[src/include/esmb_pkg.sv]
// Package: constants and state codes for the external static memory bus
`default_nettype none
package esmb_pkg;
   localparam int ADDR_W          = 16;
   localparam int DATA_W          = 16;
   localparam int BYTE_W          = 8;
   localparam int LANES           = 2;
   // System clock period and bus clock period in ns
   localparam int CLK_SYS_NS      = 10;
   localparam int BUS_CLK_PER_NS  = 40;
   // One phase is half a bus clock period, rounded up to whole cycles
   localparam int PHASE_CYC       =
      (BUS_CLK_PER_NS / 2 + CLK_SYS_NS - 1) / CLK_SYS_NS;
   localparam int PHASE_CNT_W     = 8;
   localparam logic [1:0] LANES_NONE  = 2'h0;
   localparam logic [1:0] STROBE_IDLE = 2'h3;
   localparam logic [15:0] ADDR_RST   = 16'h0000;

   typedef enum logic [3:0] {
      ST_IDLE  = 4'b0000,
      ST_T1    = 4'b0001,
      ST_T2    = 4'b0010,
      ST_W1    = 4'b0011,
      ST_W2    = 4'b0100,
      ST_T3    = 4'b0101,
      ST_T4    = 4'b0110,
      ST_INT1  = 4'b0111,
      ST_INT2  = 4'b1000,
      ST_FLOAT = 4'b1001
   } esmb_state_t;
endpackage
`default_nettype wire

[src/logic/esmb_phase_gen.sv]
// Divider: bus clock level and one-cycle phase enables
`default_nettype none
module esmb_phase_gen
   import esmb_pkg::*;
#(
   parameter int PHASE_CYC_P = PHASE_CYC
) (
   input  wire logic clk,
   input  wire logic arst_n,
   output logic      phase_en,
   output logic      bus_clk_high
);
   logic [PHASE_CNT_W-1:0] cnt;
   logic [PHASE_CNT_W-1:0] next_cnt;
   logic                   half_high;
   logic                   next_half_high;

   localparam logic [PHASE_CNT_W-1:0] CNT_LAST =
      PHASE_CNT_W'(PHASE_CYC_P - 1);

   always_comb begin
      next_cnt       = cnt + 1'b1;
      next_half_high = half_high;
      if (cnt == CNT_LAST) begin
         next_cnt       = '0;
         next_half_high = ~half_high;
      end
   end

   always_ff @(posedge clk or negedge arst_n) begin
      if (!arst_n) begin
         cnt       <= '0;
         half_high <= 1'b1;
      end else begin
         cnt       <= next_cnt;
         half_high <= next_half_high;
      end
   end

   // Each half of the bus clock is exactly one phase
   assign phase_en     = (cnt == CNT_LAST);
   assign bus_clk_high = half_high;
endmodule
`default_nettype wire

[src/logic/esmb_ctrl.sv]
// External static memory bus sequencer with pin drivers
//
// Contract
// 16-bit address, separate unmultiplexed data bus
// Word-wide and byte-wide memory both supported
// Bus clock period equals processor cycle
// Strobes change only on bus clock edges
// Phases T1, T2, T3, T4 in order
// Half-period phases, T1 starts rising edge
// Wait states stretch T2 by whole periods
// Internal access: mirror address, strobes idle
// Bus granted away: all pins float; BUS_CLOCK_OUT has no enable and stays driven
// Address stable from T1 through T4
// Reads pick bytes inside; writes by strobes
// Memory read data valid in T4
// Memory releases bus by mid T1
// Write data driven T2 through T4
// Data held across chip select rise
// Data driven only when writing, used lanes
// Second byte cycle floats upper data lines
// Active-low strobe per lane, lane zero low
// Write strobes lead and track chip select
// Write strobes high between write cycles
// Chip select low on every external cycle
// Wait sampled in W2, repeats indefinitely
// Byte mode: low byte even, high odd
// Idle: chip select and strobes high
`default_nettype none
module esmb_ctrl
   import esmb_pkg::*;
#(
   parameter int PHASE_CYC_P = PHASE_CYC
) (
   input  wire logic              CLK_SYS,
   input  wire logic              ARST_N,
   input  wire logic              REQ_VALID,
   output logic                   REQ_READY,
   input  wire logic              REQ_WRITE,
   input  wire logic              REQ_INTERNAL,
   input  wire logic [ADDR_W-1:0] REQ_ADDR,
   input  wire logic [DATA_W-1:0] REQ_WDATA,
   input  wire logic [LANES-1:0]  REQ_BE,
   output logic                   RSP_VALID,
   output logic [DATA_W-1:0]      RSP_RDATA,
   input  wire logic              BYTE_LANE_MODE,
   input  wire logic              WAIT_REQUEST,
   input  wire logic              BUS_GRANT_AWAY,
   output logic                   BUS_CLOCK_OUT,
   output logic [ADDR_W-1:0]      EXT_ADDR_O,
   output logic                   EXT_ADDR_OE,
   input  wire logic [DATA_W-1:0] EXT_DATA_I,
   output logic [DATA_W-1:0]      EXT_DATA_O,
   output logic [LANES-1:0]       EXT_DATA_OE,
   output logic                   EXT_CS_N_O,
   output logic                   EXT_CS_N_OE,
   output logic [LANES-1:0]       EXT_WR_N_O,
   output logic                   EXT_WR_N_OE
);
   logic              phase_en;
   logic              bus_clk_high;
   esmb_state_t       state;
   esmb_state_t       next_state;
   logic [ADDR_W-1:0] addr;
   logic [ADDR_W-1:0] next_addr;
   logic [DATA_W-1:0] dout;
   logic [DATA_W-1:0] next_dout;
   logic [DATA_W-1:0] wdata;
   logic [DATA_W-1:0] next_wdata;
   logic [DATA_W-1:0] rdata;
   logic [DATA_W-1:0] next_rdata;
   logic [LANES-1:0]  be;
   logic [LANES-1:0]  next_be;
   logic [LANES-1:0]  lanes;
   logic [LANES-1:0]  next_lanes;
   logic              wr;
   logic              next_wr;
   logic              byte_mode;
   logic              next_byte_mode;
   logic              second;
   logic              next_second;
   logic              rsp;
   logic              next_rsp;
   logic              accept;

   // Phase enables and bus clock from the divider
   esmb_phase_gen #(
      .PHASE_CYC_P (PHASE_CYC_P)
   ) u_phase (
      .clk          (CLK_SYS),
      .arst_n       (ARST_N),
      .phase_en     (phase_en),
      .bus_clk_high (bus_clk_high)
   );

   function automatic logic in_ext(input esmb_state_t s);
      return (s == ST_T1) || (s == ST_T2) || (s == ST_W1) ||
             (s == ST_W2) || (s == ST_T3) || (s == ST_T4);
   endfunction

   function automatic logic cs_phase(input esmb_state_t s);
      return (s == ST_T2) || (s == ST_W1) || (s == ST_W2) ||
             (s == ST_T3);
   endfunction

   // New work starts only at a phase boundary leading into a high half
   assign accept    = REQ_VALID && REQ_READY;
   assign REQ_READY = (state == ST_IDLE) && phase_en && !bus_clk_high &&
                      !BUS_GRANT_AWAY;

   always_comb begin
      next_state     = state;
      next_addr      = addr;
      next_dout      = dout;
      next_wdata     = wdata;
      next_rdata     = rdata;
      next_be        = be;
      next_lanes     = lanes;
      next_wr        = wr;
      next_byte_mode = byte_mode;
      next_second    = second;
      next_rsp       = 1'b0;
      if (phase_en) begin
         unique case (state)
            ST_IDLE: begin
               if (BUS_GRANT_AWAY && !bus_clk_high) begin
                  next_state = ST_FLOAT;
               end else if (accept) begin
                  next_addr      = {REQ_ADDR[ADDR_W-1:1], 1'b0};
                  next_wr        = REQ_WRITE;
                  next_be        = REQ_BE;
                  next_lanes     = REQ_BE;
                  next_wdata     = REQ_WDATA;
                  next_dout      = REQ_WDATA;
                  next_second    = 1'b0;
                  next_byte_mode = 1'b0;
                  next_state     = REQ_INTERNAL ? ST_INT1 : ST_T1;
               end
            end
            ST_T1: next_state = ST_T2;
            ST_T2: begin
               if (!second) begin
                  next_byte_mode = BYTE_LANE_MODE;
               end
               next_state = WAIT_REQUEST ? ST_W1 : ST_T3;
            end
            ST_W1: next_state = ST_W2;
            ST_W2: next_state = WAIT_REQUEST ? ST_W1 : ST_T3;
            ST_T3: begin
               // Read data is taken as chip select rises
               if (!wr) begin
                  if (second) begin
                     next_rdata[DATA_W-1:BYTE_W] =
                        EXT_DATA_I[BYTE_W-1:0];
                  end else if (byte_mode) begin
                     next_rdata[BYTE_W-1:0] = EXT_DATA_I[BYTE_W-1:0];
                  end else begin
                     next_rdata = EXT_DATA_I;
                  end
               end
               next_state = ST_T4;
            end
            ST_T4: begin
               if (byte_mode && !second) begin
                  // Second byte cycle at the odd address on the low lane
                  next_second = 1'b1;
                  next_addr   = {addr[ADDR_W-1:1], 1'b1};
                  next_dout   = {{BYTE_W{1'b0}}, wdata[DATA_W-1:BYTE_W]};
                  next_lanes  = {1'b0, be[1]};
                  next_state  = ST_T1;
               end else begin
                  next_rsp   = 1'b1;
                  next_state = ST_IDLE;
               end
            end
            ST_INT1: next_state = ST_INT2;
            ST_INT2: begin
               next_rsp   = 1'b1;
               next_state = ST_IDLE;
            end
            ST_FLOAT: begin
               if (!BUS_GRANT_AWAY && !bus_clk_high) begin
                  next_state = ST_IDLE;
               end
            end
            default: next_state = ST_IDLE;
         endcase
      end
   end

   always_ff @(posedge CLK_SYS or negedge ARST_N) begin
      if (!ARST_N) begin
         state     <= ST_IDLE;
         addr      <= ADDR_RST;
         dout      <= '0;
         wdata     <= '0;
         rdata     <= '0;
         be        <= LANES_NONE;
         lanes     <= LANES_NONE;
         wr        <= 1'b0;
         byte_mode <= 1'b0;
         second    <= 1'b0;
         rsp       <= 1'b0;
      end else begin
         state     <= next_state;
         addr      <= next_addr;
         dout      <= next_dout;
         wdata     <= next_wdata;
         rdata     <= next_rdata;
         be        <= next_be;
         lanes     <= next_lanes;
         wr        <= next_wr;
         byte_mode <= next_byte_mode;
         second    <= next_second;
         rsp       <= next_rsp;
      end
   end

   assign RSP_VALID     = rsp;
   assign RSP_RDATA     = rdata;
   assign BUS_CLOCK_OUT = bus_clk_high;

   // Pin drive decoded from registered state, so edges follow phases
   assign EXT_ADDR_O  = addr;
   assign EXT_ADDR_OE = (state != ST_FLOAT);
   assign EXT_DATA_O  = dout;
   assign EXT_DATA_OE = (wr && in_ext(state) && state != ST_T1) ?
                        lanes : LANES_NONE;
   assign EXT_CS_N_O  = !cs_phase(state);
   assign EXT_CS_N_OE = (state != ST_FLOAT);
   assign EXT_WR_N_O  = (wr && in_ext(state) && state != ST_T4) ?
                        ~lanes : STROBE_IDLE;
   assign EXT_WR_N_OE = (state != ST_FLOAT);
endmodule
`default_nettype wire

[config.mk]
export PLATFORM = sky130hd
export DESIGN_NAME = esmb_ctrl
export DESIGN_NICKNAME = d
export VERILOG_FILES = /design/src/include/esmb_pkg.sv /design/src/logic/esmb_phase_gen.sv /design/src/logic/esmb_ctrl.sv
export SDC_FILE = /design/constraint.sdc
export NUM_CORES = 1
export LEC_CHECK = 0
export BUFFER_PORTS_ARGS = -buffer_cell sky130_fd_sc_hd__buf_2
export CORE_UTILIZATION = 45
export DETAILED_ROUTE_END_ITERATION = 8
export PLACE_DENSITY = 0.8
export SYNTH_ARGS = -nofsm -noshare
export SYNTH_HDL_FRONTEND = slang
export SYNTH_HIERARCHICAL = 1
export SYNTH_SLANG_ARGS = --single-unit
[constraint.sdc]
create_clock -name CLK_SYS -period 2.1 [get_ports CLK_SYS]
set_input_delay 0.315 -clock CLK_SYS [delete_from_list [all_inputs] [get_ports CLK_SYS]]
set_output_delay 0.315 -clock CLK_SYS [all_outputs]
set_load 0.01 [all_outputs]
# --- Word level (Yosys, flattened, before mapping) ---
# Index checks and enable logic that the tools add are counted.
# Widths: inputs -> output; s select.
op_classes:
  muxes: 33
  bitwise_logic: 6
  n_eq_ne: 20
  addsub: 1
  reduce_logical: 33
op_table:
  columns: ["operator", "count"]
  rows:
  - ["$mux 16", 5]
  - ["$pmux 16 s2", 2]
  - ["$pmux 4 s8", 1]
  - ["$mux 8", 3]
  - ["$eq 4x3->1 const B", 4]
  - ["$reduce_and 5->1", 3]
  - ["$mux 4", 3]
  - ["$reduce_and 4->1", 3]
  - ["$logic_and 1x1->1", 10]
  - ["$mux 2", 5]
  - ["$ne 2x2->1 const B", 5]
  - ["$add 8x1->8 const B", 1]
  - ["$eq 4x2->1 const B", 2]
  - ["$eq 4x4->1 const B", 2]
  - ["$eq 8x1->1 const B", 1]
  - ["$logic_or 1x1->1", 8]
  - ["$mux 1", 8]
  - ["$mux 3", 2]
  - ["$pmux 1 s2", 3]
  - ["$not 1->1", 5]
  - ["$eq 4x1->1 const B", 1]
  - ["$logic_not 1->1", 4]
  - ["$logic_not 4->1", 1]
  - ["$ne 4x1->1 const B", 1]
  - ["9 further kinds", 10]
word_totals:
  regBits: 85
  inputBits: 58
  output_inout_bits: 59
  elab_cells: 108

# --- Depth between registers and ports, before layout ---
# Gate-level depths: netlist (run 1).
logic_depth:
  word_depth: 9
  mapped_depth: 10
  depth_no_buf: 7

# --- Modules after synthesis ---
# The synthesis (run 1) kept the hierarchy.
by_module_without_submodules:
  columns: ["mod", "cells_each", "seq_area_each_um2", "area_per_inst_um2", "instances"]
  rows:
  - ["esmb_ctrl", 228, 1651.6, 2994.1, 1]
  - ["esmb_phase_gen", 33, 226.5, 396.6, 1]

# --- Least setup slack after synthesis (run 1) ---
# No wires, ideal clock.
synth_path:
  path_kind: "register -> register"
  from: "register u_phase.cnt[7]"
  to: "register rdata[0] (netlist: RSP_RDATA[0])"
  required_ps: 1975
  setup_slack_ps: -146
  path_stages_with_launch: 9
  setup_time_ps: 125
  arrival_time_ps: 2121
  n_path_buf: 2
  period_less_slack_ps: 2246
  path_cell_list: "dfrtp_1 -> nor4_1 -> and3_1 -> buf_4 -> buf_2 -> nor4bb_1 -> nand2_1 -> nor2_2 -> mux2_2"
synth_via:
  elab_chain_cells: 2
synth_lines:
  columns: ["item", "line_no", "text"]
  rows:
  - ["from (decl)", "esmb_phase_gen.sv:13", "logic [PHASE_CNT_W-1:0] cnt;"]
  - ["from (signal assigned)", "esmb_phase_gen.sv:35", "cnt <= next_cnt;"]
  - ["$eq 8x1->1", "esmb_phase_gen.sv:41", "assign phase_en = (cnt == CNT_LAST);"]
  - ["net phase_en", "esmb_ctrl.sv:59", "logic phase_en;"]
  - ["$reduce_and 4->1 (no line)", null, null]
  - ["to (signal assigned)", "esmb_ctrl.sv:208", "rdata <= next_rdata;"]
  - ["to (decl)", "esmb_ctrl.sv:69", "logic [DATA_W-1:0] rdata;"]
# The timed path passes the listed nets, and every way through them passes these cells.
# A chain may end at the register's enable or synchronous reset.

# --- Worst setup path after layout (run 1) ---
layout_path:
  from: "register u_phase.cnt[7]"
  to: "register addr[7] (netlist: EXT_ADDR_O[7])"
layout_via:
  elab_chain_cells: 6
layout_lines:
  columns: ["item", "line_no", "text"]
  rows:
  - ["$eq 8x1->1 *", "esmb_phase_gen.sv:41", null]
  - ["net phase_en", "esmb_ctrl.sv:59", null]
  - ["$logic_and 1x1->1 (3 in a row)", "esmb_ctrl.sv:107", "assign REQ_READY = (state == ST_IDLE) && phase_en && !bus_clk_high &&"]
  - ["$logic_and 1x1->1", "esmb_ctrl.sv:106", "assign accept = REQ_VALID && REQ_READY;"]
  - ["$reduce_and 5->1 (no line) *", null, null]
  - ["to (signal assigned)", "esmb_ctrl.sv:205", "addr <= next_addr;"]
  - ["to (decl)", "esmb_ctrl.sv:63", "logic [ADDR_W-1:0] addr;"]
# The timed path passes the listed nets; every way through them passes the cells marked *.

==> out/metrics.cfg, run 1 <==
[placement]
post-place-ws_ps=-28.9
gp_congestion=0.792
place_area_sq_mm=0.00417
dpl.hpwl_microns=5190
dp_cells=478
portBuffers=115

[synthesis]
ys_types=42
synth_top_area_share_pct=54.6
ys_seq_area_share_pct=55.4
synth_edf_count=0
synth_fp_nets=321
avgSynthCellArea_sq_um=13.0
ys_ff_latch=75
synthArstFlopShare_pct=100
synth_top_area_cell=dfrtp_1
synthCells=261
syn_area_sq_mm=0.00339
yosys-top-cells-area=dfrtp_1 (55%), mux2_2 (18%), mux2i_1 (2.4%), a22o_1 (2.1%), o21ai_0 (1.8%)
synth_most_common_cell=dfrtp_1
yosysWarnings=6
synth_ff_type=dfrtp_1
synthTopCellsByCount=dfrtp_1 (74), mux2_2 (55), nand2_1 (16), o21ai_0 (12), nand3_1 (9)

[power]
p_leak_uw=0.00221
powerDensity_mw_per_mm2=1350
peakVddDrop_uv=806

[sta]
max-slew-margin-rel_pct=75.3
hold_ws_ps=204
fin_crit_ps=2020
fin_crit_sh_pct=96.0
setup_viol=0
grt_setup_unrepaired=no
max_clock_freq_mhz=496
fin_ws_ps=84.7
drv_slew=0
hold_viol=0
worstMarginPinSlew_ps=371
fin_skew_ps=9.71

[flow_run]
drv_cap=0

[layout]
num-nets-final=455
antenna_cells=0
finalNonFillerCells=499
drive_gt1_share_pct=56.5
finish.instance_area_sq_mm=0.00447
synthToLayoutAreaGrowth_pct=31.9

[grt]
grt_pass1_vias=2445
grt_pass1_wl_microns=11500
grt-ovfl-total=0
grt_max_degree=48
groute.usage.overall_pct=19.6
antenna_found_initial=0

[run_status]
status=finished clean

[detailed_routing]
drcViolationCount=0
wl_per_cell_microns=14.6
firstDrtPassIters=4
dr_total_vias=2463
ant_nets=0
drt_iter0_drc=117
vias_per_cell=4.94
routed_wl_microns=7270

[critical_path]
endpoint_kind=flop
critical_path.startpoint_type=flop
critical_path_class=flop to flop
worstSetupStartpoint=u_phase/cnt[7]$_DFF_PN0_
path_max_fanout=18
max_stage_delay_ps=390
path_buf_inv=1
path_cells=nor4_1 > and3_2 > and4_2 > buf_4 > mux2_2
cpMaxStageDelayCell=dfrtp_1
critPathTopFamily=simple AND/OR/NAND/NOR gates
cp.arrival_ps=2230
r2r_start=u_phase/cnt[7]$_DFF_PN0_
cp.required_ps=2320

[floorplan]
coreArea_sq_mm=0.00725
num_io_pins=117
start_util_pct=46.7
die-area_sq_mm=0.00789
die_w_microns=88.8
die_h_microns=88.8
num_rows=31

[min_path]
hold_class=input port to flop
worstHoldStart=REQ_ADDR[2]

[clock_tree]
clk_pin_slew_ps=70
cts_buffers=9
clockBufferDepth=2
clock_latency_ps=340
clock_sinks=75
htreeDepth=3
cts_tree=done
root_buffer=clkbuf_8

-- worst paths after layout --
path                            slack [ps]  cells past startpoint                                to
worst max register to register          80                      5         EXT_ADDR_O[7]$_DFFE_PN0P_
worst min register to register         480                      2         RSP_RDATA[10]$_DFFE_PN0P_
worst min-delay path                   200                      2         EXT_ADDR_O[2]$_DFFE_PN0P_
worst max-delay path                    80                      5         EXT_ADDR_O[7]$_DFFE_PN0P_
min in group asynchronous              440                      2             wdata[10]$_DFFE_PN0P_
max in group asynchronous             1040                      3  u_phase/bus_clk_high$_DFFE_PN1N_
-- per-layer routing --
metal  global-route usage [%]  part of all wire, %
met2                     32.9                   51
met4                     7.77                  1.3
met3                     5.22                  4.1
met1                     24.3                   44
met5                        0                    0
-- kinds of logic after synthesis --
kind of cell	synth area share [%]
AOI/OAI and AO/OA	6.38
muxes	22.0
xor gates and xnor gates	2.29
and+or+nand+nor	9.96
buffers and inverters	3.28
adders and majority gates	0.738
DFF	55.4
-- power by group --
part           switching [uW]  leakage (uW)  total (uW)  internal [uW]
combinational            1120       0.00115        2450           1320
sequential                370      0.000945        2430           2060
clock                     511      0.000110        1160            650
total                    2010       0.00221        6040           4030
-- metrics by stage --
step	total power, uW	setup TNS [ps]	utilization (%)
after floorplan	3940	0	-
after global placement	4730	0	57.5
after detailed placement	4820	-249	57.5
after CTS	6060	0	61.1
after global routing	6460	0	61.7
final	6040	0	61.7
-- flip-flops by register name, summed over array words and instances (netlist names) --
name / cells
EXT_ADDR_O: 16
EXT_DATA_O: 16
RSP_RDATA: 16
RSP_VALID: 1
be: 1
byte_mode: 1
lanes: 2
state: 4
u_phase/bus_clk_high: 1
u_phase/cnt: 8
wdata: 8
wr: 1
-- repair_timing --
item                                   in CTS  in global routing
gates resized for setup                     2                  6
buffers inserted                            2                  2
setup endpoints to repair                  17                 15
endpoints found under the hold margin      28                  0
pin swaps                                   5                  3
hold buffers                                1                  0
-- final cells by class --
class / instances / area [sq um]
Clock buffer: 13 / 169
Clock inverter: 3 / 43.8
Fill cell: 615 / 2780
Inverter: 1 / 3.75
Multi-Input combinational cell: 167 / 1440
Sequential cell: 75 / 1880
Tap cell: 99 / 124
Timing Repair Buffer: 141 / 817
-- cell usage in the layout (no fill, tap or decap), drive strengths merged, types with 2 or more instances in the layout --
master  netlist  routed
nand2        16      16
clkbuf        5      13
o31ai         2       2
nor4          2       2
nor3b         2       2
a22o          8       8
mux2i         8       8
dfrtp        74      74
mux2         58      58
inv           1       2
nand2b        3       3
nand3         9       9
nor2          9       9
a21oi         3       3
o21ai        13      13
and3          5       5
xor2          2       2
xnor2         6       6
nor2b         7       7
buf          13     140
ha            2       2
(Power assumes the default switching activity.)
==> inputs of run 2 (changes only) <==
Settings changed: CORE_MARGIN set to 2, PLACE_DENSITY 0.8 to 0.77.
==> out/metrics.cfg, run 2 (synthesized netlist as in run 1, its figures left out) <==
[run_status]
status=finished clean

[sta]
fin_crit_ps=2040
fin_crit_sh_pct=97.2
max-slew-margin-rel_pct=65.6
drv_slew=0
setup_tns_ps=0
grt_setup_unrepaired=yes
worstMarginPinSlew_ps=516
fin_skew_ps=11.8
max_clock_freq_mhz=490
setup_viol=0
hold_viol=0
hold_ws_ps=196

[layout]
final_cell_mix=buf_2 (114), dfrtp_1 (74), mux2_2 (55)
nFillCells=635
regArea_sq_mm=0.00188
drive_gt1_share_pct=56.4
multiInputGateArea_sq_mm=0.00145
layout_commonest_cell=buf_2
antenna_cells=0
synthToLayoutAreaGrowth_pct=30.5
num-nets-final=454

[grt]
groute.usage.overall_pct=18.3
antenna_found_initial=0
grt_pass1_vias=2490
grt_max_degree=44
grt_pass1_wl_microns=12000
grt-ovfl-total=0

[power]
powerDensity_mw_per_mm2=1320
p_leak_uw=0.00218
power_uw=5830
peakVddDrop_uv=719

[placement]
portBuffers=115
dpl.hpwl_microns=5350
gp_congestion=0.845

[floorplan]
die_w_microns=90.8
coreArea_sq_mm=0.00729
num_io_pins=117
start_util_pct=46.5
die_h_microns=90.8
die-area_sq_mm=0.00825
num_rows=31

[min_path]
min_path_cells=2
hold_class=input port to flop
worstHoldStart=REQ_ADDR[8]
holdPathEnd=EXT_ADDR_O[8]$_DFFE_PN0P_

[critical_path]
worstSetupStartpoint=u_phase/cnt[7]$_DFF_PN0_
path_max_fanout=10
endpoint_kind=output pin
r2r_slack_ps=90
cp.required_ps=1780
r2r-end=wdata[14]$_DFFE_PN0P_
r2r_start=u_phase/cnt[7]$_DFF_PN0_
r2r_cells=5
critical_path_class=flop to output pin
critical_path.startpoint_type=flop
cp.arrival_ps=1730

[clock_tree]
clockBufferDepth=2
htreeDepth=3
clk_pin_slew_ps=80
cts_buffers=9
root_buffer=clkbuf_8
clock_latency_ps=340
cts_tree=done
clock_sinks=75

[flow_run]
drv_cap=0

[detailed_routing]
vias_per_cell=5.04
dr_wl_met2_microns=3820
drcViolationCount=0
routed_wl_microns=7460
drt_iter0_drc=128
dr_total_vias=2510
wl_met3_microns=348
wl_per_cell_microns=15.0
top_layer=met4
wl_met1_microns=3130
ant_nets=0
firstDrtPassIters=4

run 2: cell types whose count changed in the layout (fill, tap and decap cells not counted), sizes merged:
cell,previous run,this run
buf,140,138
clkinv,1,5
o21ai,13,14
bufinv,1,0
clkinvlp,0,1
clkbuf,13,9
run 2: timing repair:
action | 4_1_cts | 5_1_grt
resized for setup | 5 | 3
buffers inserted | 1 | 1
pin swaps | 3 | 6
setup endpoints to repair | 9 | 24
hold endpoints to repair | 32 | 0
gates cloned | 0 | 1
hold buffers | 1 | 0
run 2: worst max path at each step:
stage	to
2_1_floorplan	EXT_DATA_O[10]$_DFFE_PN0P_
6_report	REQ_READY
4_1_cts	RSP_RDATA[0]$_DFFE_PN0P_
3_5_place_dp	RSP_RDATA[0]$_DFFE_PN0P_
3_3_place_gp	RSP_RDATA[3]$_DFFE_PN0P_
5_1_grt	wdata[14]$_DFFE_PN0P_
run 2: layout make-up:
type                            instances  share of cell area [%]
Multi-Input combinational cell        168                    32.7
Sequential cell                        75                    42.4
Tap cell                               99                    2.80
Clock inverter                          7                    1.19
Clock buffer                            9                    2.80
Inverter                                1                  0.0848
Timing Repair Buffer                  139                    18.0
run 2: where the power goes:
| group | switching (uW) | total (uW) | internal (uW) |
|---|---|---|---|
| Combinational | 1140 | 2430 | 1290 |
| Clock | 546 | 980 | 434 |
| Sequential | 371 | 2430 | 2050 |
| Total | 2050 | 5830 | 3780 |
run 2: per-layer routing:
metal | vias up | global-route usage, %
met4 | 0 | 8.08
met2 | 69 | 31.0
met5 | - | 0
met1 | 1234 | 23.0
met3 | 13 | 3.34
li1 | 1194 | -
run 2: metrics by stage:
step	setup WS (ps)	instances	util, %	cell area, sq um
5_1_grt	-10.2	498	60.7	4430
4_1_cts	1.59	496	60.3	4400
6_report	59.3	498	60.7	4430
3_3_place_gp	21.4	478	57.2	4170
3_5_place_dp	-42.1	478	57.2	4170
2_1_floorplan	0.575	261	-	3410
run 2: critical path: stages, from the launching register on:
cell	delay, ps
dfrtp_1	400
nor4_2	300
and3_4	270
buf_12	140
and3_1	150
buf_2	130
